===== src/ifs_consts.vh =====
// Register map, field positions and timing counts of the inrush fault supervisor.
`ifndef IFS_CONSTS_VH
`define IFS_CONSTS_VH

`define IFS_ADDR_CONTROL 8'h00
`define IFS_ADDR_LOG 8'h04
`define IFS_ADDR_HEALTH 8'h06
`define IFS_ADDR_STATUS 8'h1e

`define IFS_CTL_OV_RETRY 0
`define IFS_CTL_UV_RETRY 1
`define IFS_CTL_OC_RETRY 2
`define IFS_CTL_SWITCH_CMD 3
`define IFS_CTL_POLARITY 5
`define IFS_CTL_DEBOUNCE 6
`define IFS_CTL_RETAIN_LOG 7

`define IFS_BIT_OV 0
`define IFS_BIT_UV 1
`define IFS_BIT_OC 2
`define IFS_BIT_CARD 4
`define IFS_BIT_LEAK 5
`define IFS_BIT_FETBAD 6

`define IFS_RESET_BYTE 8'h00
`define IFS_LOG_CARD_ONLY 8'h10

`define IFS_CLK_MHZ 40
`define IFS_FILTER_NS 15000
`define IFS_QUAL_MS 50
`define IFS_STEP_MS 1
// Counts are 15us, 50ms and 1ms at the 40 MHz clock, sized to the counter width.
`define IFS_FILTER_CYC 22'h000258
`define IFS_QUAL_CYC 22'h1e8480
`define IFS_STEP_CYC 22'h009c40

`define IFS_CB_TOP 12'h500
`define IFS_CB_LOW 12'h096
`define IFS_CB_UP 12'h004
`define IFS_CB_DOWN 12'h001
`define IFS_COOL_CYCLES 9'h100

`endif


===== src/ifs_inrush_fault_supervisor.v =====
// Fault supervision and pass switch enable for a live-insertion power controller.
`include "ifs_consts.vh"

module ifs_inrush_fault_supervisor #(
  parameter CW = 22,
  parameter [CW-1:0] QUAL_CYC = `IFS_QUAL_CYC,
  parameter [CW-1:0] STEP_CYC = `IFS_STEP_CYC,
  parameter [CW-1:0] FILTER_CYC = `IFS_FILTER_CYC,
  parameter [11:0] CB_TOP = `IFS_CB_TOP,
  parameter [11:0] CB_LOW = `IFS_CB_LOW,
  parameter [11:0] CB_UP = `IFS_CB_UP,
  parameter [11:0] CB_DOWN = `IFS_CB_DOWN
) (
  // Clock and reset
  input wire ref_clk,
  input wire rst_n,
  // Analog comparator and pin inputs
  input wire highInputSense,
  input wire lowInputSense,
  input wire cardSense,
  input wire currentLimitActive,
  input wire drainSourceHigh,
  input wire gateEnhanced,
  input wire leakMeasured,
  input wire supplyLockout,
  // Nonvolatile defaults loaded on leaving lockout
  input wire [7:0] nvControl,
  input wire [7:0] nvHealthDelay,
  // Register port
  input wire [7:0] regAddr,
  input wire [7:0] regWrData,
  input wire regWrEn,
  input wire regRdEn,
  output reg [7:0] regRdData,
  // Pass switch drive
  output reg switchDriveOn
);

  localparam ST_RUN = 3'b001;
  localparam ST_FALL = 3'b010;
  localparam ST_RISE = 3'b100;
  localparam [8:0] COOL_LAST = `IFS_COOL_CYCLES;

  reg [7:0] switchControl;
  reg [7:0] latchedErrorRecord;
  reg [7:0] switchHealthDelay;
  reg [2:0] cbState;
  reg [11:0] cbCount;
  reg [8:0] coolCycles;
  reg ocPresent;
  reg fetBadPresent;
  reg [CW-1:0] stepCount;
  reg [7:0] msCount;
  reg cardIgnore;
  reg latchPending;
  reg cardPrev;
  reg lockPrev;
  wire ovQual;
  wire uvQual;
  wire cardSync;
  wire cardDeb;
  wire limitSync;
  wire dsSync;
  wire gateSync;
  wire leakSync;
  wire lockSync;
  wire cardActive;
  wire cardActiveDeb;
  wire cardToggle;
  wire cardRise;
  wire cardFall;
  wire lockExit;
  wire leakPresent;
  wire healthBad;
  wire ocTrip;
  wire fetBadTrip;
  wire coolDone;
  wire [7:0] liveConditionFlags;
  wire [7:0] logSet;
  wire holdOff;
  wire onRequest;
  reg [7:0] next_log;

  // Over/undervoltage: 15us to declare, 50ms to recover.
  ifs_qual_filter #(.CW(CW), .ASSERT_CYC(FILTER_CYC), .RELEASE_CYC(QUAL_CYC)) uOv (
    .ref_clk(ref_clk),
    .rst_n(rst_n),
    .rawIn(highInputSense),
    .syncLevel(),
    .qualified(ovQual)
  );
  ifs_qual_filter #(.CW(CW), .ASSERT_CYC(FILTER_CYC), .RELEASE_CYC(QUAL_CYC)) uUv (
    .ref_clk(ref_clk),
    .rst_n(rst_n),
    .rawIn(~lowInputSense),
    .syncLevel(),
    .qualified(uvQual)
  );
  // Card sense: synced level for edges, both-way debounced copy for delayed start.
  ifs_qual_filter #(.CW(CW), .ASSERT_CYC(QUAL_CYC), .RELEASE_CYC(QUAL_CYC)) uCard (
    .ref_clk(ref_clk),
    .rst_n(rst_n),
    .rawIn(cardSense),
    .syncLevel(cardSync),
    .qualified(cardDeb)
  );
  // Plain synchronisers for the remaining comparators.
  ifs_qual_filter #(.CW(CW)) uLimit (
    .ref_clk(ref_clk),
    .rst_n(rst_n),
    .rawIn(currentLimitActive),
    .syncLevel(limitSync),
    .qualified()
  );
  ifs_qual_filter #(.CW(CW)) uDs (
    .ref_clk(ref_clk),
    .rst_n(rst_n),
    .rawIn(drainSourceHigh),
    .syncLevel(dsSync),
    .qualified()
  );
  ifs_qual_filter #(.CW(CW)) uGate (
    .ref_clk(ref_clk),
    .rst_n(rst_n),
    .rawIn(gateEnhanced),
    .syncLevel(gateSync),
    .qualified()
  );
  ifs_qual_filter #(.CW(CW)) uLeak (
    .ref_clk(ref_clk),
    .rst_n(rst_n),
    .rawIn(leakMeasured),
    .syncLevel(leakSync),
    .qualified()
  );
  ifs_qual_filter #(.CW(CW)) uLock (
    .ref_clk(ref_clk),
    .rst_n(rst_n),
    .rawIn(supplyLockout),
    .syncLevel(lockSync),
    .qualified()
  );

  assign cardActive = switchControl[`IFS_CTL_POLARITY] ? cardSync : ~cardSync;
  assign cardActiveDeb = switchControl[`IFS_CTL_POLARITY] ? cardDeb : ~cardDeb;
  assign cardToggle = cardSync ^ cardPrev;
  assign cardRise = cardToggle & (cardActive);
  assign cardFall = cardToggle & ~cardActive;
  assign lockExit = lockPrev & ~lockSync;

  assign leakPresent = leakSync & ~switchDriveOn;
  // Drain-source or gate enhancement shortfall; gate check only counts while on.
  assign healthBad = dsSync | (~gateSync & switchDriveOn);

  assign ocTrip = (cbState == ST_RUN) & limitSync & switchDriveOn &
    (cbCount + CB_UP >= CB_TOP);
  assign fetBadTrip = (cbState == ST_RUN) & switchDriveOn & healthBad &
    (switchHealthDelay != 8'h00) & (stepCount == STEP_CYC - 1'b1) &
    (msCount + 1'b1 == switchHealthDelay);
  assign coolDone = (cbState == ST_FALL) & (cbCount <= CB_LOW) &
    (coolCycles == COOL_LAST - 1'b1);

  assign liveConditionFlags = {1'b0, fetBadPresent, leakPresent, 2'b00, ocPresent,
    uvQual, ovQual};
  assign logSet = {1'b0, fetBadTrip, leakPresent, 1'b0, 1'b0, ocTrip, uvQual, ovQual} |
    liveConditionFlags;

  // Retry on: present holds off; retry off: the logged bit also holds off.
  assign holdOff = ovQual | uvQual | ocPresent | fetBadPresent | ocTrip | fetBadTrip |
    (~switchControl[`IFS_CTL_OV_RETRY] & latchedErrorRecord[`IFS_BIT_OV]) |
    (~switchControl[`IFS_CTL_UV_RETRY] & latchedErrorRecord[`IFS_BIT_UV]) |
    (~switchControl[`IFS_CTL_OC_RETRY] & latchedErrorRecord[`IFS_BIT_OC]) |
    (~switchControl[`IFS_CTL_OC_RETRY] & latchedErrorRecord[`IFS_BIT_FETBAD]);

  // Card gating is dropped when the loaded command said to ignore the pin.
  assign onRequest = switchControl[`IFS_CTL_SWITCH_CMD] & ~latchPending & (cardIgnore |
    (switchControl[`IFS_CTL_DEBOUNCE] ? cardActiveDeb : cardActive));

  always @*
  begin
    next_log = latchedErrorRecord;
    if (regWrEn && regAddr == `IFS_ADDR_LOG)
      next_log = latchedErrorRecord & regWrData;
    if (cardToggle && !switchControl[`IFS_CTL_RETAIN_LOG])
      next_log = `IFS_LOG_CARD_ONLY;
    else if (cardToggle)
      next_log = next_log | `IFS_LOG_CARD_ONLY;
    // Setting after clearing lets a fresh or still-present fault win.
    next_log = next_log | logSet;
  end

  always @(posedge ref_clk or negedge rst_n)
  begin
    if (!rst_n)
    begin
      switchControl <= `IFS_RESET_BYTE;
      latchedErrorRecord <= `IFS_RESET_BYTE;
      switchHealthDelay <= `IFS_RESET_BYTE;
      regRdData <= `IFS_RESET_BYTE;
      cardIgnore <= 1'b1;
      latchPending <= 1'b0;
      cardPrev <= 1'b0;
      lockPrev <= 1'b1;
      switchDriveOn <= 1'b0;
    end
    else
    begin
      cardPrev <= cardSync;
      lockPrev <= lockSync;
      if (lockSync)
      begin
        // Everything stays off and the log is cleared during lockout.
        latchedErrorRecord <= `IFS_RESET_BYTE;
        switchDriveOn <= 1'b0;
      end
      else if (lockExit)
      begin
        switchControl <= nvControl;
        switchHealthDelay <= nvHealthDelay;
        cardIgnore <= ~nvControl[`IFS_CTL_SWITCH_CMD];
        latchPending <= nvControl[`IFS_CTL_SWITCH_CMD];
        switchDriveOn <= 1'b0;
      end
      else
      begin
        latchedErrorRecord <= next_log;
        if (regWrEn && regAddr == `IFS_ADDR_CONTROL)
        begin
          switchControl <= regWrData;
          cardIgnore <= 1'b0;
        end
        if (regWrEn && regAddr == `IFS_ADDR_HEALTH)
          switchHealthDelay <= regWrData;
        // Card edges outrank a same-cycle host write of the command bit.
        if (latchPending && cardDeb == cardSync)
        begin
          switchControl[`IFS_CTL_SWITCH_CMD] <= cardActiveDeb;
          latchPending <= 1'b0;
        end
        else if (!cardIgnore && !latchPending && cardRise)
          switchControl[`IFS_CTL_SWITCH_CMD] <= 1'b1;
        else if (!cardIgnore && !latchPending && cardFall)
          switchControl[`IFS_CTL_SWITCH_CMD] <= 1'b0;
        switchDriveOn <= onRequest & ~holdOff;
      end
      if (regRdEn)
      begin
        case (regAddr)
          `IFS_ADDR_CONTROL: regRdData <= switchControl;
          `IFS_ADDR_LOG: regRdData <= latchedErrorRecord;
          `IFS_ADDR_HEALTH: regRdData <= switchHealthDelay;
          `IFS_ADDR_STATUS: regRdData <= liveConditionFlags;
          default: regRdData <= `IFS_RESET_BYTE;
        endcase
      end
    end
  end

  // Breaker delay counter standing in for the timing capacitor ramp.
  always @(posedge ref_clk or negedge rst_n)
  begin
    if (!rst_n)
    begin
      cbState <= ST_RUN;
      cbCount <= 12'h000;
      coolCycles <= 9'h000;
      ocPresent <= 1'b0;
      fetBadPresent <= 1'b0;
    end
    else
    begin
      case (cbState)
        ST_RUN:
        begin
          if (ocTrip || fetBadTrip)
          begin
            cbState <= ST_FALL;
            ocPresent <= ocTrip;
            fetBadPresent <= fetBadTrip;
            coolCycles <= 9'h000;
            cbCount <= ocTrip ? CB_TOP : cbCount;
          end
          else if (limitSync && switchDriveOn)
            cbCount <= cbCount + CB_UP;
          else if (cbCount >= CB_DOWN)
            cbCount <= cbCount - CB_DOWN;
          else
            cbCount <= 12'h000;
        end
        ST_FALL:
        begin
          if (cbCount <= CB_LOW)
          begin
            if (coolDone)
            begin
              // Present bits drop here; retry or a cleared log then allows turn-on.
              cbState <= ST_RUN;
              ocPresent <= 1'b0;
              fetBadPresent <= 1'b0;
              cbCount <= 12'h000;
            end
            else
            begin
              cbState <= ST_RISE;
              coolCycles <= coolCycles + 1'b1;
            end
          end
          else
            cbCount <= cbCount - CB_DOWN;
        end
        ST_RISE:
        begin
          if (cbCount + CB_UP >= CB_TOP)
          begin
            cbCount <= CB_TOP;
            cbState <= ST_FALL;
          end
          else
            cbCount <= cbCount + CB_UP;
        end
        default:
          cbState <= ST_RUN;
      endcase
    end
  end

  // Millisecond health timer; any healthy cycle or off command restarts it.
  always @(posedge ref_clk or negedge rst_n)
  begin
    if (!rst_n)
    begin
      stepCount <= {CW{1'b0}};
      msCount <= 8'h00;
    end
    else if (!(switchDriveOn && healthBad) || fetBadTrip ||
      switchHealthDelay == 8'h00)
    begin
      stepCount <= {CW{1'b0}};
      msCount <= 8'h00;
    end
    else if (stepCount == STEP_CYC - 1'b1)
    begin
      stepCount <= {CW{1'b0}};
      msCount <= msCount + 1'b1;
    end
    else
      stepCount <= stepCount + 1'b1;
  end

endmodule


===== src/ifs_qual_filter.v =====
// Three-flop synchroniser with separate assert and release qualification times.
module ifs_qual_filter #(
  parameter CW = 22,
  parameter [CW-1:0] ASSERT_CYC = 1,
  parameter [CW-1:0] RELEASE_CYC = 1
) (
  // Clock and reset
  input wire ref_clk,
  input wire rst_n,
  // Asynchronous level in
  input wire rawIn,
  // Synchronised and qualified levels
  output reg syncLevel,
  output reg qualified
);

  reg s1;
  reg s2;
  reg s3;
  reg [CW-1:0] cnt;
  wire [CW-1:0] lastCount;

  assign lastCount = qualified ? (RELEASE_CYC - 1'b1) : (ASSERT_CYC - 1'b1);

  always @(posedge ref_clk or negedge rst_n)
  begin
    if (!rst_n)
    begin
      s1 <= 1'b0;
      s2 <= 1'b0;
      s3 <= 1'b0;
      syncLevel <= 1'b0;
      qualified <= 1'b0;
      cnt <= {CW{1'b0}};
    end
    else
    begin
      s1 <= rawIn;
      s2 <= s1;
      s3 <= s2;
      // A change only counts once the second and third stages agree.
      if (s2 == s3)
        syncLevel <= s3;
      if (syncLevel == qualified)
        cnt <= {CW{1'b0}};
      else if (cnt >= lastCount)
      begin
        qualified <= syncLevel;
        cnt <= {CW{1'b0}};
      end
      else
        cnt <= cnt + 1'b1;
    end
  end

endmodule


===== config.mk =====
export PLATFORM = sky130hd
export DESIGN_NAME = ifs_inrush_fault_supervisor
export DESIGN_NICKNAME = d
export VERILOG_FILES = /design/src/ifs_inrush_fault_supervisor.v /design/src/ifs_qual_filter.v
export VERILOG_INCLUDE_DIRS = /design/src
export SDC_FILE = /design/constraint.sdc
export NUM_CORES = 1
export LEC_CHECK = 0
export CORE_MARGIN = 2
export CORE_UTILIZATION = 61
export CTS_BUF_LIST = sky130_fd_sc_hd__clkbuf_8
export DETAILED_ROUTE_END_ITERATION = 8
export DONT_BUFFER_PORTS = 1
export GPL_TIMING_DRIVEN = 0
export HOLD_SLACK_MARGIN = 0.03
export PLACE_DENSITY = 0.81
export SLEW_MARGIN = 20
export SYNTH_ARGS = -nofsm -noshare
export SYNTH_HDL_FRONTEND = slang
export SYNTH_SLANG_ARGS = --single-unit

===== constraint.sdc =====
create_clock -name ref_clk -period 2.95 [get_ports ref_clk]
set_input_delay 0.1475 -clock ref_clk [delete_from_list [all_inputs] [get_ports ref_clk]]
set_output_delay 0.1475 -clock ref_clk [all_outputs]
set_load 0.1 [all_outputs]

======== Word-level counts from Yosys, hierarchy flattened ========
Cells that the tools add are included.
storage, ports and cells
  output and inout bits ................... 9
  bits in read-only memories .............. 0
  flip-flop bits (word level) ............. 194
  word-level logic and storage cells ...... 246
  bits of input ports ..................... 44
  memories ................................ 0
  bits in latches ......................... 0
  bits in writable memories ............... 0
cells by class
  reduce and logical (&&, ||, !) cells .... 38
  div/mod/pow operators ................... 0
  shifts and indexed selects .............. 0
  eq/ne operators ......................... 29
  muxes and demuxes ....................... 57
  multipliers ............................. 0
  add/sub/neg operators ................... 8
  magnitude comparators ................... 6
  bitwise gates (word level) .............. 53
operators with widths
  operator               count
  $mux 22                8
  $add 22x1->22 const B  4
  $mux 12                7
  $mux 8                 10
  $ge 22x22->1           2
  $mux 21                2
  $pmux 12 s3            1
  $pmux 8 s4             1
  $mux 9                 3
  $and 1x1->1            22
  $eq 22x16->1 const B   1
  $ge 22x21->1 const B   1
  $pmux 9 s2             1
  $eq 8x3->1 const B     2
  $logic_not 8->1        2
  $mux 1                 16
  $not 1->1              16
  $reduce_and 2->1       7
  $add 12x3->12 const B  1
  $eq 1x1->1             12
  $ge 12x1->1 const B    1
  $ge 12x11->1 const B   1
  $le 12x8->1 const B    1
  $mux 3                 4
  other kinds (29)       65

======== Depth between registers and ports, before layout ========
Gate-level depths: netlist (run 1).
  word-level depth ........................ 16
  mapped depth ............................ 11
  mapped depth without buffers ............ 10

======== Cells and area by module ========
Synthesis (run 1) repeated with hierarchy kept, for this count alone.
unflattened totals
  cells, all modules ...................... 1093
  area, all modules ....................... 10588.9 um^2
modules (own cells, without submodules)
  module                       area an instance (um^2)  seq. area each (um^2)  instances  cells an instance
  ifs_inrush_fault_supervisor  5705.5                   2331.0                 1          648
  ifs_qual_filter at uOv       1465.2                   675.6                  1          144
  ifs_qual_filter at uUv       1447.6                   675.6                  1          141
  ifs_qual_filter at uCard     1270.0                   675.6                  1          125
  ifs_qual_filter at uDs ...   140.1                    125.1                  5          7

======== Worst setup path before layout (run 1) ========
OpenSTA, ideal clock, no wires.
  path type ............................... reg2reg
  from .................................... register switchDriveOn
  to ...................................... register cbCount[6]
  arrival ................................. 2.553 ns
  period minus slack after synthesis ...... 2.686 ns
  buffers on the path ..................... 1
  cell stages (with the launch flop) ...... 9
  library setup time ...................... 0.133 ns
  data required time ...................... 2.817 ns
  path slack .............................. 0.264 ns
  path through ............................ dfrtp_1 inv_1 a221o_1 nor4_1 and3_2 buf_6 o21ai_1 a2111oi_0 nor2_1
on the way
  longest elaborated chain between the ends .. 9
  elaborated cells between the ends (all ways) .. 16
  classes of those cells .................. 1 x eq/ne; 3 x mux; 9 x bitwise; 3 x reduce/logical
ends and longest elaborated chain
  what                                                                     line                               source
  start, declared                                                          ifs_inrush_fault_supervisor.v:36   output reg switchDriveOn
  start signal, assigned                                                   ifs_inrush_fault_supervisor.v:244  switchDriveOn <= onRequest & ~holdOff;
  $and 1x1->1                                                              ifs_inrush_fault_supervisor.v:153  assign healthBad = dsSync | (~gateSync & switchDriveOn);
  $or 1x1->1                                                               ifs_inrush_fault_supervisor.v:153
  $and 1x1->1 (2 in a row)                                                 ifs_inrush_fault_supervisor.v:157  assign fetBadTrip = (cbState == ST_RUN) & switchDriveOn & healthBad &
  $and 1x1->1 (2 in a row)                                                 ifs_inrush_fault_supervisor.v:158  (switchHealthDelay != 8'h00) & (stepCount == STEP_CYC - 1'b1) &
  $logic_or 1x1->1                                                         ifs_inrush_fault_supervisor.v:275  if (ocTrip || fetBadTrip)
  $ne 3x3->1 (no source line) / $mux 12 (equally long branches)            -
  $reduce_and 3->1 (no source line) / $pmux 12 s3 (equally long branches)  -
  end signal, assigned                                                     ifs_inrush_fault_supervisor.v:281  cbCount <= ocTrip ? CB_TOP : cbCount;
  end signal, assigned                                                     ifs_inrush_fault_supervisor.v:284  cbCount <= cbCount + CB_UP;
  end signal, assigned                                                     ifs_inrush_fault_supervisor.v:286  cbCount <= cbCount - CB_DOWN;
  end, declared                                                            ifs_inrush_fault_supervisor.v:48   reg [11:0] cbCount;
Parallel ways exist; a longest one is shown, timed or not.
A chain may end at the register's enable or synchronous reset.

======== Worst setup path after layout (run 1) ========
  from .................................... register msCount[0]
  to ...................................... register cbCount[6]
on the way
  longest elaborated chain between the ends .. 6
  elaborated cells between the ends (all ways) .. 8
  classes of those cells .................. 1 x add/sub; 2 x eq/ne; 2 x mux; 1 x bitwise; 2 x reduce/logical
ends and longest elaborated chain
  what                                                                     line                               source
  start, declared                                                          ifs_inrush_fault_supervisor.v:53   reg [7:0] msCount;
  start signal, assigned                                                   ifs_inrush_fault_supervisor.v:344  msCount <= msCount + 1'b1;
  $add 8x1->8 (*)                                                          ifs_inrush_fault_supervisor.v:159  (msCount + 1'b1 == switchHealthDelay);
  $eq 8x8->1 (*)                                                           ifs_inrush_fault_supervisor.v:159
  $and 1x1->1 (*)                                                          ifs_inrush_fault_supervisor.v:158
  $logic_or 1x1->1 (*)                                                     ifs_inrush_fault_supervisor.v:275
  $ne 3x3->1 (no source line) / $mux 12 (equally long branches)            -
  $reduce_and 3->1 (no source line) / $pmux 12 s3 (equally long branches)  -
Mark *: on every way between the ends. The rest lies on a longest branch, timed or not.

==> flow_summary_export.csv, run 1 <==
group,metric,value,unit
final_layout,nNetsFinal,1187,
placement,placed_cells,1266,
final_layout,area_growth,11.9,%
detailed_routing,postRouteAntennaNets,0,
sta,fin_crit,2.82,ns
die,die_h,133,um
detailed_routing,dr.first_iter.drc_count,749,
critical_path,cpPeakStageDelay,0.52,ns
logic_synthesis,ys_ff_latch,194,
final_layout,fin_cells,1344,
power,powerDensity,533,nW/um2
critical_path,critPathMaxFanout,10,
grt,grt_first_pass_wirelength,37900,um
critical_path,critPathSlowestCell,"a211oi_1",
sta,hold_violations,194,
detailed_routing,wl_per_cell,16.6,um
power,switching_share,31.9,%
critical_path,critPathArrivalTime,3.23,ns
job,cap_violations,0,
sta,rsz0062_at_grt,"true",
grt,grt-ovfl-total,0,
final_layout,seqCellArea,4870,um2
sta,slew_viol_final,0,
status,violations,"hold timing",
power,power.internal,4110,uW
power,leakage,0.00485,uW
logic_synthesis,ys_types,80,
logic_synthesis,synth.net_count,1121,
sta,setup_viol,0,
critical_path,path_buf_inv,1,
final_layout,antenna_cells,0,
placement,io_buffers,0,
sta,tightest_slew,0.966,ns
clock_tree,root_buffer,"clkbuf_8",
grt,antenna_found_initial,0,
logic_synthesis,synth.avg_cell_area,9.67,um2
clock_tree,path_clk_slew,0.10,ns
clock_tree,cts_buffers,17,
die,row_count,47,
clock_tree,cts_tree,"yes",
sta,finalCritPeriodShare,95.6,%
status,status,"finished, violations left",
sta,slew_headroom,35.6,%
logic_synthesis,synthesis.area,10100,um2
logic_synthesis,async_reset_ff_share,100,%
sta,fmax,0.355,GHz
critical_path,worstSetupPathType,"register to register",
power,pwr-share-clk,27.7,%
critical_path,crit_chain,"ha_1 > and2_1 > a211oi_1 > nor4b_2 > and3_2 > buf_6 > a211o_1 > o221a_1 > nor2_1",
clock_tree,clk_latency,0.48,ns
die,core_area,16400,um2
min_path,hp-class,"input pin to asynchronous set/reset pin",
die,ios,53,
logic_synthesis,synth_cells,1046,
detailed_routing,dr_total_vias,7974,
detailed_routing,drt-pass1-iter-count,5,
logic_synthesis,synth_edf_count,0,
grt,grtUsageTotal,26.7,%
power,switchingPower,1930,uW
grt,grt_pass1_vias,7763,
clock_tree,cts_sinks,194,
placement,gp_congestion,0.913,
grt,grt_max_degree,195,
clock_tree,cts-hold-fix-buffers,42,
critical_path,worstSetupEndpointType,"register",
sta,holdWs,-0.642,ns
power,power.share.combinational,19.9,%
critical_path,crit_family,"compound AO/OA/AOI/OAI gates",
final_layout,final_cell_area,11300,um2
power,peakVddDrop,0.405,mV
logic_synthesis,ys_seq_area_share,48.0,%
final_layout,fillers,1219,
placement,place_area,10400,um2
logic_synthesis,synth-main-ff-cell,"dfrtp_1",
detailed_routing,postRouteWirelength,22400,um
detailed_routing,vias_per_cell,5.93,
critical_path,start_kind,"register",
detailed_routing,route.detailed.drc,0,
placement,hpwlAfterDp,15300,um
power,pwr-share-seq,52.5,%
clock_tree,htreeDepth,4,
final_layout,drive_gt1_share,8.19,%
die,start_util,61.7,%
die,dieArea,17600,um2
final_layout,multi_input_area,5040,um2
sta,skew,0.0140,ns
critical_path,crit_required,3.36,ns
logic_synthesis,yosysWarnings,0,
die,die_w,133,um
clock_tree,cts.path.max_buffers,2,
[kinds of logic after synthesis]
logic type | synth area share, %
other | 0.0371
muxes | 2.67
DFF | 48.0
buffers and inverters | 2.84
and+or+nand+nor | 20.6
AOI/OAI and AO/OA | 12.1
xor gates and xnor gates | 9.09
adders and majority gates | 4.63
[flip-flops by register name, indices dropped and copies added, names as in the netlist, 3 cells and up]
name                flops
uOv.cnt                22
switchControl           8
uCard.cnt              22
cbState                 3
latchedErrorRecord      8
stepCount              22
uUv.cnt                22
msCount                 8
switchHealthDelay       8
coolCycles              9
regRdData               8
cbCount                12
[through the flow]
stage,setup TNS [ns],hold WS (ns),util (%),worst slack [ns],total power [uW]
after floorplan,0,-0.148,-,0.264,3990
after global placement,-4.49,-0.144,63.3,-0.151,4230
after detailed placement,-6.26,-0.143,63.3,-0.181,4270
after CTS,0,-0.667,68.3,0.00108,6020
after global routing,-0.0522,-0.675,69.0,-0.0244,6340
final,0,-0.642,69.0,0.131,6040
[worst reg2reg max path, cell delays in order (launching register included)]
cell and delay [ns]:
dfrtp_1 0.46, ha_1 0.32, and2_1 0.22, a211oi_1 0.52, nor4b_2 0.12, and3_2 0.27
buf_6 0.16, a211o_1 0.37, o221a_1 0.27, nor2_1 0.07
[power groups by stage]
stage,combinational (uW),sequential (uW),clock [uW]
2_1_floorplan,877,3110,0
6_report,1200,3170,1670
4_1_cts,1180,3140,1710
3_3_place_gp,1050,3180,0
5_1_grt,1340,3200,1800
3_5_place_dp,1080,3190,0
[synthesized netlist by cell type (all sizes together), types with 7 or more instances]
| library cell | number | area, um2 |
|---|---|---|
| dfrtp | 191 | 4780 |
| nor2 | 147 | 554 |
| nand2 | 98 | 368 |
| xor2 | 65 | 569 |
| o21ai | 53 | 265 |
| nand3 | 47 | 235 |
| xnor2 | 40 | 350 |
| a21oi | 35 | 175 |
| inv | 34 | 128 |
| ha | 31 | 388 |
| clkbuf | 29 | 109 |
| and3 | 28 | 176 |
| nand4 | 21 | 138 |
| mux2i | 18 | 180 |
| nor4 | 13 | 87.6 |
| or3 | 13 | 81.3 |
| nor3 | 11 | 60.1 |
| and2 | 10 | 62.6 |
| o22ai | 10 | 62.6 |
| a211o | 9 | 78.8 |
| o31ai | 9 | 81.3 |
| maj3 | 8 | 80.1 |
| mux2 | 8 | 90.1 |
| nand2b | 8 | 50.1 |
| and4 | 7 | 61.3 |
| buf | 7 | 47.5 |
[routing by layer]
metal | global-route usage, % | wire length (um)
met5 | 0 | 0
met3 | 5.56 | 1240
met2 | 43.9 | 11000
met4 | 7.89 | 504
met1 | 36.2 | 9640
[cells in the final DEF, fill, tap and decap left out, types with 8 or more instances in the layout]
cell type / count
a211o_1: 9
a21oi_1: 35
and2_1: 10
and3_1: 27
clkbuf_1: 23
clkbuf_8: 18
dfrtp_1: 186
dlygate4sd3_1: 42
ha_1: 31
inv_1: 33
maj3_1: 8
mux2_2: 8
mux2i_1: 18
nand2_1: 98
nand2b_1: 8
nand3_1: 46
nand4_1: 20
nor2_1: 145
nor3_1: 8
nor4_1: 10
o21ai_0: 52
o22ai_1: 10
o31ai_1: 8
or3_1: 11
xnor2_1: 40
xor2_1: 65
[what timing repair did]
item / CTS / global route
pin swaps: 0 / 2
setup buffers: 0 / 7
hold endpoints to repair: 234 / 194
endpoints found under the setup margin: 61 / 64
resized for setup: 10 / 24
[path summary, 6_finish.rpt]
path / from / to / slack (ns) / cells past startpoint
setup / recovery: msCount[0] / cbCount[6] / 0.13 / 9
hold / removal: rst_n / stepCount[13] / -0.64 / 0
setup reg to reg: msCount[0] / cbCount[6] / 0.13 / 9
hold reg to reg: uCard.s1 / uCard.s2 / 0.35 / 0
max in group asynchronous: rst_n / cardIgnore / 3.24 / 0
min in group ref_clk: regRdEn / regRdData[3] / 0.07 / 2
[final cells by class]
type                            instances  area share [%]
Buffer                                 34            1.43
Clock buffer                           18            2.19
Clock inverter                         13            1.12
Inverter                               35            1.20
Multi-Input combinational cell        781            44.5
Sequential cell                       194            43.0
Tap cell                              220            2.43
Timing Repair Buffer                   49            4.18
(Power assumes the default switching activity.)
==> run 2, diff against run 1 <==
--- a/config.mk
+++ b/config.mk
@@ -6,6 +6,7 @@
 export SDC_FILE = /design/constraint.sdc
 export NUM_CORES = 1
 export LEC_CHECK = 0
+export CAP_MARGIN = 15
 export CORE_MARGIN = 2
 export CORE_UTILIZATION = 61
 export CTS_BUF_LIST = sky130_fd_sc_hd__clkbuf_8
==> constraint.sdc (replaced) <==
create_clock -name ref_clk -period 3.6 [get_ports ref_clk]
set_input_delay 0.18 -clock ref_clk [delete_from_list [all_inputs] [get_ports ref_clk]]
set_output_delay 0.18 -clock ref_clk [all_outputs]
set_load 0.1 [all_outputs]
==> run 2 against run 1 <==
The flow still finishes with violations (hold timing). Wire length is 1.0% lower. Worst hold slack better by 0.030 ns. First-iteration DRC count is 7.6% higher. Non-clock buffer count is 5 lower. Flip-flop and latch count stayed put. Combinational power is 19% lower. Clock power is 18% lower. Clock skew is 0.00098 ns higher. Register-to-register slack better by 0.28 ns. Design area is 1.2% lower. Via count hardly changed. Critical path type unchanged. Largest cell class unchanged.
==> flow_summary_export.csv, run 2 (synthesis gave the netlist of run 1 again) <==
group,metric,value,unit
sta,rsz0062_at_grt,"false",
clock_tree,htreeDepth,4,
final_layout,layout_common_cells,"191 x dfrtp_1, 146 x nor2_1, 98 x nand2_1, 65 x xor2_1, 52 x o21ai_0",
final_layout,drive_gt1_share,5.72,%
final_layout,area_growth,10.6,%
critical_path,critPathArrivalTime,3.55,ns
die,ios,53,
power,pwr-share-clk,27.8,%
critical_path,start_kind,"register",
grt,grt_max_degree,195,
power,power.internal,3350,uW
power,power.share.combinational,19.9,%
power,leakage,0.00480,uW
job,cap_violations,0,
min_path,hp-class,"input pin to asynchronous set/reset pin",
grt,grt_pass1_vias,7756,
clock_tree,cts.path.max_buffers,2,
power,switching_share,31.8,%
final_layout,nNetsFinal,1182,
clock_tree,path_clk_slew,0.10,ns
die,die_w,133,um
detailed_routing,postRouteWirelength,22100,um
clock_tree,cts-hold-fix-buffers,42,
critical_path,critPathSlowestCell,"dfrtp_1",
detailed_routing,route.detailed.drc,0,
power,pwr-share-seq,52.4,%
sta,finalCritPeriodShare,88.7,%
detailed_routing,wl_per_cell,16.5,um
sta,slew_headroom,29.0,%
critical_path,worstSetupPathType,"register to register",
sta,tightest_slew,1.07,ns
power,peakVddDrop,0.339,mV
detailed_routing,vias_per_cell,5.95,
power,p_total,4920,uW
final_layout,layout.cells.most_common,"dfrtp_1",
sta,fin_setup_tns,0,ns
power,powerDensity,440,nW/um2
die,core_area,16400,um2
placement,gp_congestion,0.913,
power,switchingPower,1560,uW
die,row_count,47,
placement,io_buffers,0,
detailed_routing,dr_total_vias,7970,
clock_tree,root_buffer,"clkbuf_8",
placement,hpwlAfterDp,15300,um
sta,skew,0.0149,ns
clock_tree,cts_sinks,194,
sta,setup_viol,0,
sta,fmax,0.313,GHz
clock_tree,clk_latency,0.48,ns
final_layout,final_core_util,68.2,%
sta,holdWs,-0.611,ns
critical_path,cpPeakStageDelay,1.06,ns
final_layout,antenna_cells,0,
critical_path,worstSetupEndpointType,"register",
clock_tree,cts_buffers,17,
grt,grt-ovfl-total,0,
sta,hold_violations,194,
die,die_h,133,um
die,start_util,61.7,%
critical_path,critPathMaxFanout,10,
status,violations,"hold timing",
grt,grtUsageTotal,26.8,%
clock_tree,cts_tree,"yes",
detailed_routing,dr.first_iter.drc_count,806,
status,status,"finished, violations left",
sta,slew_viol_final,0,
sta,fin_crit,3.19,ns
detailed_routing,postRouteAntennaNets,0,
detailed_routing,drt-pass1-iter-count,7,
die,dieArea,17600,um2
critical_path,crit_chain,"inv_1 > a221o_1 > nor4_1 > and3_2 > buf_6 > o21ai_1 > a2111oi_0 > nor2_1",
critical_path,crit_required,3.95,ns
grt,grt_first_pass_wirelength,37900,um
grt,antenna_found_initial,0,
==> run 2: cell count changes in the layout (fill, tap and decap cells not counted), moves of 3 or more <==
cell      delta
clkbuf_4     -3
dfrtp_2      -4
dfrtp_1      +5
clkbuf_1     +6
buf_4        -7
==> run 2: power groups by stage <==
| stage | combinational [uW] | sequential (uW) | clock, uW |
|---|---|---|---|
| floorplan | 719 | 2550 | 0 |
| global placement | 860 | 2610 | 0 |
| detailed placement | 889 | 2610 | 0 |
| CTS | 961 | 2570 | 1400 |
| global route | 1090 | 2600 | 1480 |
| finish | 977 | 2580 | 1370 |
==> run 2: worst max-delay path: cells and delay by family (launching register included) <==
family                 cells  cell delay (ns)
flip-flops                 1             1.06
buffers and inverters      2             0.39
AO/OA/AOI/OAI              3             0.97
AND/OR/NAND/NOR            3             0.64
==> run 2: layer usage <==
| layer | global-route usage, % | routed length (um) | vias to the layer above |
|---|---|---|---|
| met3 | 5.48 | 1150 | 43 |
| met4 | 7.89 | 491 | 0 |
| li1 | - | - | 3778 |
| met5 | 0 | 0 | - |
| met2 | 44.0 | 10800 | 215 |
| met1 | 36.3 | 9660 | 3934 |
==> run 2: final timing paths <==
| check | start | to | slack [ns] | cells past startpoint |
|---|---|---|---|---|
| worst max-delay path | switchDriveOn | cbCount[6] | 0.41 | 8 |
| worst min-delay path | rst_n | stepCount[13] | -0.61 | 0 |
| worst max register to register | switchDriveOn | cbCount[6] | 0.41 | 8 |
| worst min register to register | uCard.s1 | uCard.s2 | 0.35 | 0 |
| max in group asynchronous | rst_n | lockPrev | 3.88 | 0 |
| min in group ref_clk | regRdEn | regRdData[3] | 0.10 | 2 |
==> run 2: cell type report <==
cell class / instances / area [um2]
timing repair buffer: 42 / 420
inverter: 35 / 131
multi-input combinational: 781 / 4970
clock inverter: 13 / 126
buffer: 36 / 156
fill: 1237 / 5220
clock buffer: 18 / 248
tap: 220 / 275
sequential: 194 / 4860
==> run 2: timing repair <==
action	in CTS	in global routing
hold endpoints to repair	234	194
setup buffers	0	0
gates resized for setup	0	0
==> run 2: metrics by stage <==
step | setup slack, ns | hold WS, ns | cells | area, um2
floorplan | 0.914 | -0.116 | 1046 | 10100
CTS | 0.422 | -0.634 | 1339 | 11200
global placement | 0.499 | -0.112 | 1266 | 10400
detailed placement | 0.469 | -0.111 | 1266 | 10400
finish | 0.407 | -0.611 | 1339 | 11200
global route | 0.182 | -0.642 | 1339 | 11200
==> run 3, diff against run 2 <==
--- a/config.mk
+++ b/config.mk
@@ -6,6 +6,7 @@
 export SDC_FILE = /design/constraint.sdc
 export NUM_CORES = 1
 export LEC_CHECK = 0
+export ABC_AREA = 1
 export CAP_MARGIN = 15
 export CORE_MARGIN = 2
 export CORE_UTILIZATION = 61
==> run 3 against run 2 <==
The flow still finishes with violations (hold timing). Synthesized area is 8.6% higher. Via count is 18% higher. Non-clock buffer count is 8 lower. Utilization is 0.41 points lower. Combinational power is 71% higher. Clock power is 3% higher. Largest cell class unchanged. Largest power group unchanged.
==> flow_summary_export.csv, run 3 <==
group,metric,value,unit
status,status,"finished, violations left",
status,violations,"hold timing",
logic_synthesis,synth_area_leaders,"dfrtp_1 44%, nand2_1 10%, nor2_1 6.2%",
sta,fin_crit,2.72,ns
sta,skew,0.0116,ns
power,pwr-share-clk,25.2,%
detailed_routing,dr.first_iter.drc_count,719,
sta,setup_viol,0,
final_layout,seqCellArea,4860,um2
clock_tree,cts_resized,0,
power,powerDensity,464,nW/um2
critical_path,critPathArrivalTime,3.12,ns
clock_tree,postCtsSetupRepairBufs,0,
min_path,hp-class,"input pin to asynchronous set/reset pin",
final_layout,layout.cells.most_common,"nand2_1",
grt,grt_max_degree,195,
sta,fin_setup_tns,0,ns
clock_tree,clk_latency,0.48,ns
final_layout,fillers,1439,
final_layout,area_growth,10.1,%
detailed_routing,postRouteAntennaNets,0,
critical_path,path_buf_inv,3,
power,leakage,0.00537,uW
sta,fmax,0.368,GHz
sta,slew_viol_final,0,
critical_path,worstSetupPathType,"register to register",
die,start_util,61.6,%
sta,holdWs,-0.626,ns
logic_synthesis,yosysMostFrequentCell,"nand2_1",
logic_synthesis,ys_ff_latch,194,
die,dieArea,19100,um2
final_layout,nNetsFinal,1532,
sta,slew_headroom,28.0,%
placement,hpwlAfterDp,17800,um
critical_path,crit_required,4.00,ns
logic_synthesis,synth.net_count,1471,
placement,io_buffers,0,
detailed_routing,vias_per_cell,5.54,
clock_tree,cts_buffers,17,
critical_path,reg2reg_slack,0.88,ns
logic_synthesis,synth_edf_count,0,
power,power.internal,3510,uW
logic_synthesis,ys_types,55,
logic_synthesis,synthesis.area,11000,um2
logic_synthesis,ys_seq_area_share,44.2,%
critical_path,critPathMaxFanout,11,
logic_synthesis,synth_cells,1396,
die,row_count,49,
critical_path,worstSetupEndpointType,"register",
sta,finalCritPeriodShare,75.6,%
grt,antenna_found_initial,2,
critical_path,reg2regPathDepth,10,
critical_path,cpPeakStageDelay,0.45,ns
clock_tree,cts.path.max_buffers,2,
power,switchingPower,2100,uW
critical_path,start_kind,"register",
sta,tightest_slew,1.08,ns
grt,grt-ovfl-total,0,
detailed_routing,route.detailed.drc,0,
job,cap_violations,0,
grt,grtUsageTotal,27.0,%
placement,gp_congestion,0.918,
die,ios,53,
logic_synthesis,synth_common_cells,"295 x nand2_1, 191 x dfrtp_1, 180 x nor2_1",
critical_path,cpMostUsedCell,"inv_1",
final_layout,multi_input_area,5260,um2
sta,hold_violations,194,
logic_synthesis,async_reset_ff_share,100,%
clock_tree,cts-hold-fix-buffers,42,
detailed_routing,wl_per_cell,14.6,um
clock_tree,root_buffer,"clkbuf_8",
critical_path,crit_family,"buffers and inverters",
final_layout,layout_common_cells,"295 x nand2_1, 191 x dfrtp_1, 180 x nor2_1, 178 x inv_1, 78 x nand3_1",
critical_path,critPathSlowestCell,"dfrtp_1",
power,peakVddDrop,0.295,mV
logic_synthesis,yosysTopAreaCell,"dfrtp_1",
clock_tree,cts_tree,"yes",
logic_synthesis,synth-main-ff-cell,"dfrtp_1",
clock_tree,cts_sinks,194,
die,core_area,17800,um2
die,die_w,138,um
clock_tree,htreeDepth,4,
final_layout,final_core_util,67.8,%
logic_synthesis,yosysWarnings,0,
grt,grt_pass1_vias,8999,
detailed_routing,dr_total_vias,9420,
clock_tree,path_clk_slew,0.11,ns
detailed_routing,postRouteWirelength,24900,um
logic_synthesis,synth_top_area_share,43.5,%
logic_synthesis,synth.avg_cell_area,7.87,um2
critical_path,r2r_end,"uOv.cnt[18]",
final_layout,drive_gt1_share,6.67,%
power,switching_share,37.5,%
die,die_h,138,um
critical_path,crit_chain,"inv_1 > ha_1 > a21oi_1 > o21ai_0 > a211oi_1 > nand3_1 > nor2_1 > inv_1 > clkbuf_1 > nor3b_1",
sta,rsz0062_at_grt,"false",
critical_path,r2r_start,"uOv.qualified",
power,pwr-share-seq,45.1,%
grt,grt_first_pass_wirelength,42500,um
detailed_routing,drt-pass1-iter-count,7,
power,power.share.combinational,29.7,%
-- run 3: how the worst max path moves through the flow --
stage	cells past startpoint	start	endpoint	slack, ns
after floorplan	12	switchDriveOn	cbCount[0]	1.43
after global placement	10	uOv.qualified	uOv.cnt[15]	0.95
after detailed placement	10	uOv.qualified	uOv.cnt[18]	0.92
after CTS	10	uOv.qualified	uOv.cnt[15]	0.86
after global routing	10	uOv.qualified	uOv.cnt[17]	0.60
final	10	uOv.qualified	uOv.cnt[18]	0.88
-- run 3: per-stage QoR --
stage	setup WS, ns	hold WS, ns	area (um2)	cells	power, uW
floorplan	1.43	-0.116	11000	1396	3780
global placement	0.950	-0.109	11300	1625	4080
detailed placement	0.922	-0.109	11300	1625	4130
CTS	0.859	-0.634	12100	1699	5600
global route	0.603	-0.665	12100	1701	5960
finish	0.880	-0.626	12100	1701	5610
-- run 3: area by class of cell --
cell class	instances	area share, %
Sequential cell	194	40.2
Antenna cell	2	0.0414
Buffer	28	1.23
Inverter	189	5.89
Clock buffer	17	1.94
Tap cell	229	2.37
Multi-Input combinational cell	985	43.5
Timing Repair Buffer	42	3.48
Clock inverter	15	1.35
-- run 3: kinds of logic after synthesis --
logic type / count (synthesis) / synth area share, %
buffers and inverters: 217 / 7.84
other: 1 / 0.0341
AND/OR/NAND/NOR: 712 / 29.3
adder cells (fa/ha/maj): 39 / 4.26
multiplexers: 2 / 0.205
flip-flops: 194 / 44.2
XOR/XNOR: 64 / 5.27
AO/OA/AOI/OAI: 167 / 8.87
-- run 3: routing by layer --
layer,vias up,wire (um),global-route usage [%]
li1,4687,-,-
met1,4431,10900,35.9
met2,257,11800,43.7
met3,45,1660,7.59
met4,0,583,7.95
met5,-,0,0
-- run 3: power groups by stage --
| stage | Sequential [uW] | Clock (uW) | Combinational [uW] |
|---|---|---|---|
| after floorplan | 2530 | 0 | 1260 |
| after global placement | 2560 | 0 | 1520 |
| after detailed placement | 2570 | 0 | 1560 |
| after CTS | 2530 | 1430 | 1650 |
| after global routing | 2560 | 1520 | 1880 |
| final | 2530 | 1410 | 1670 |
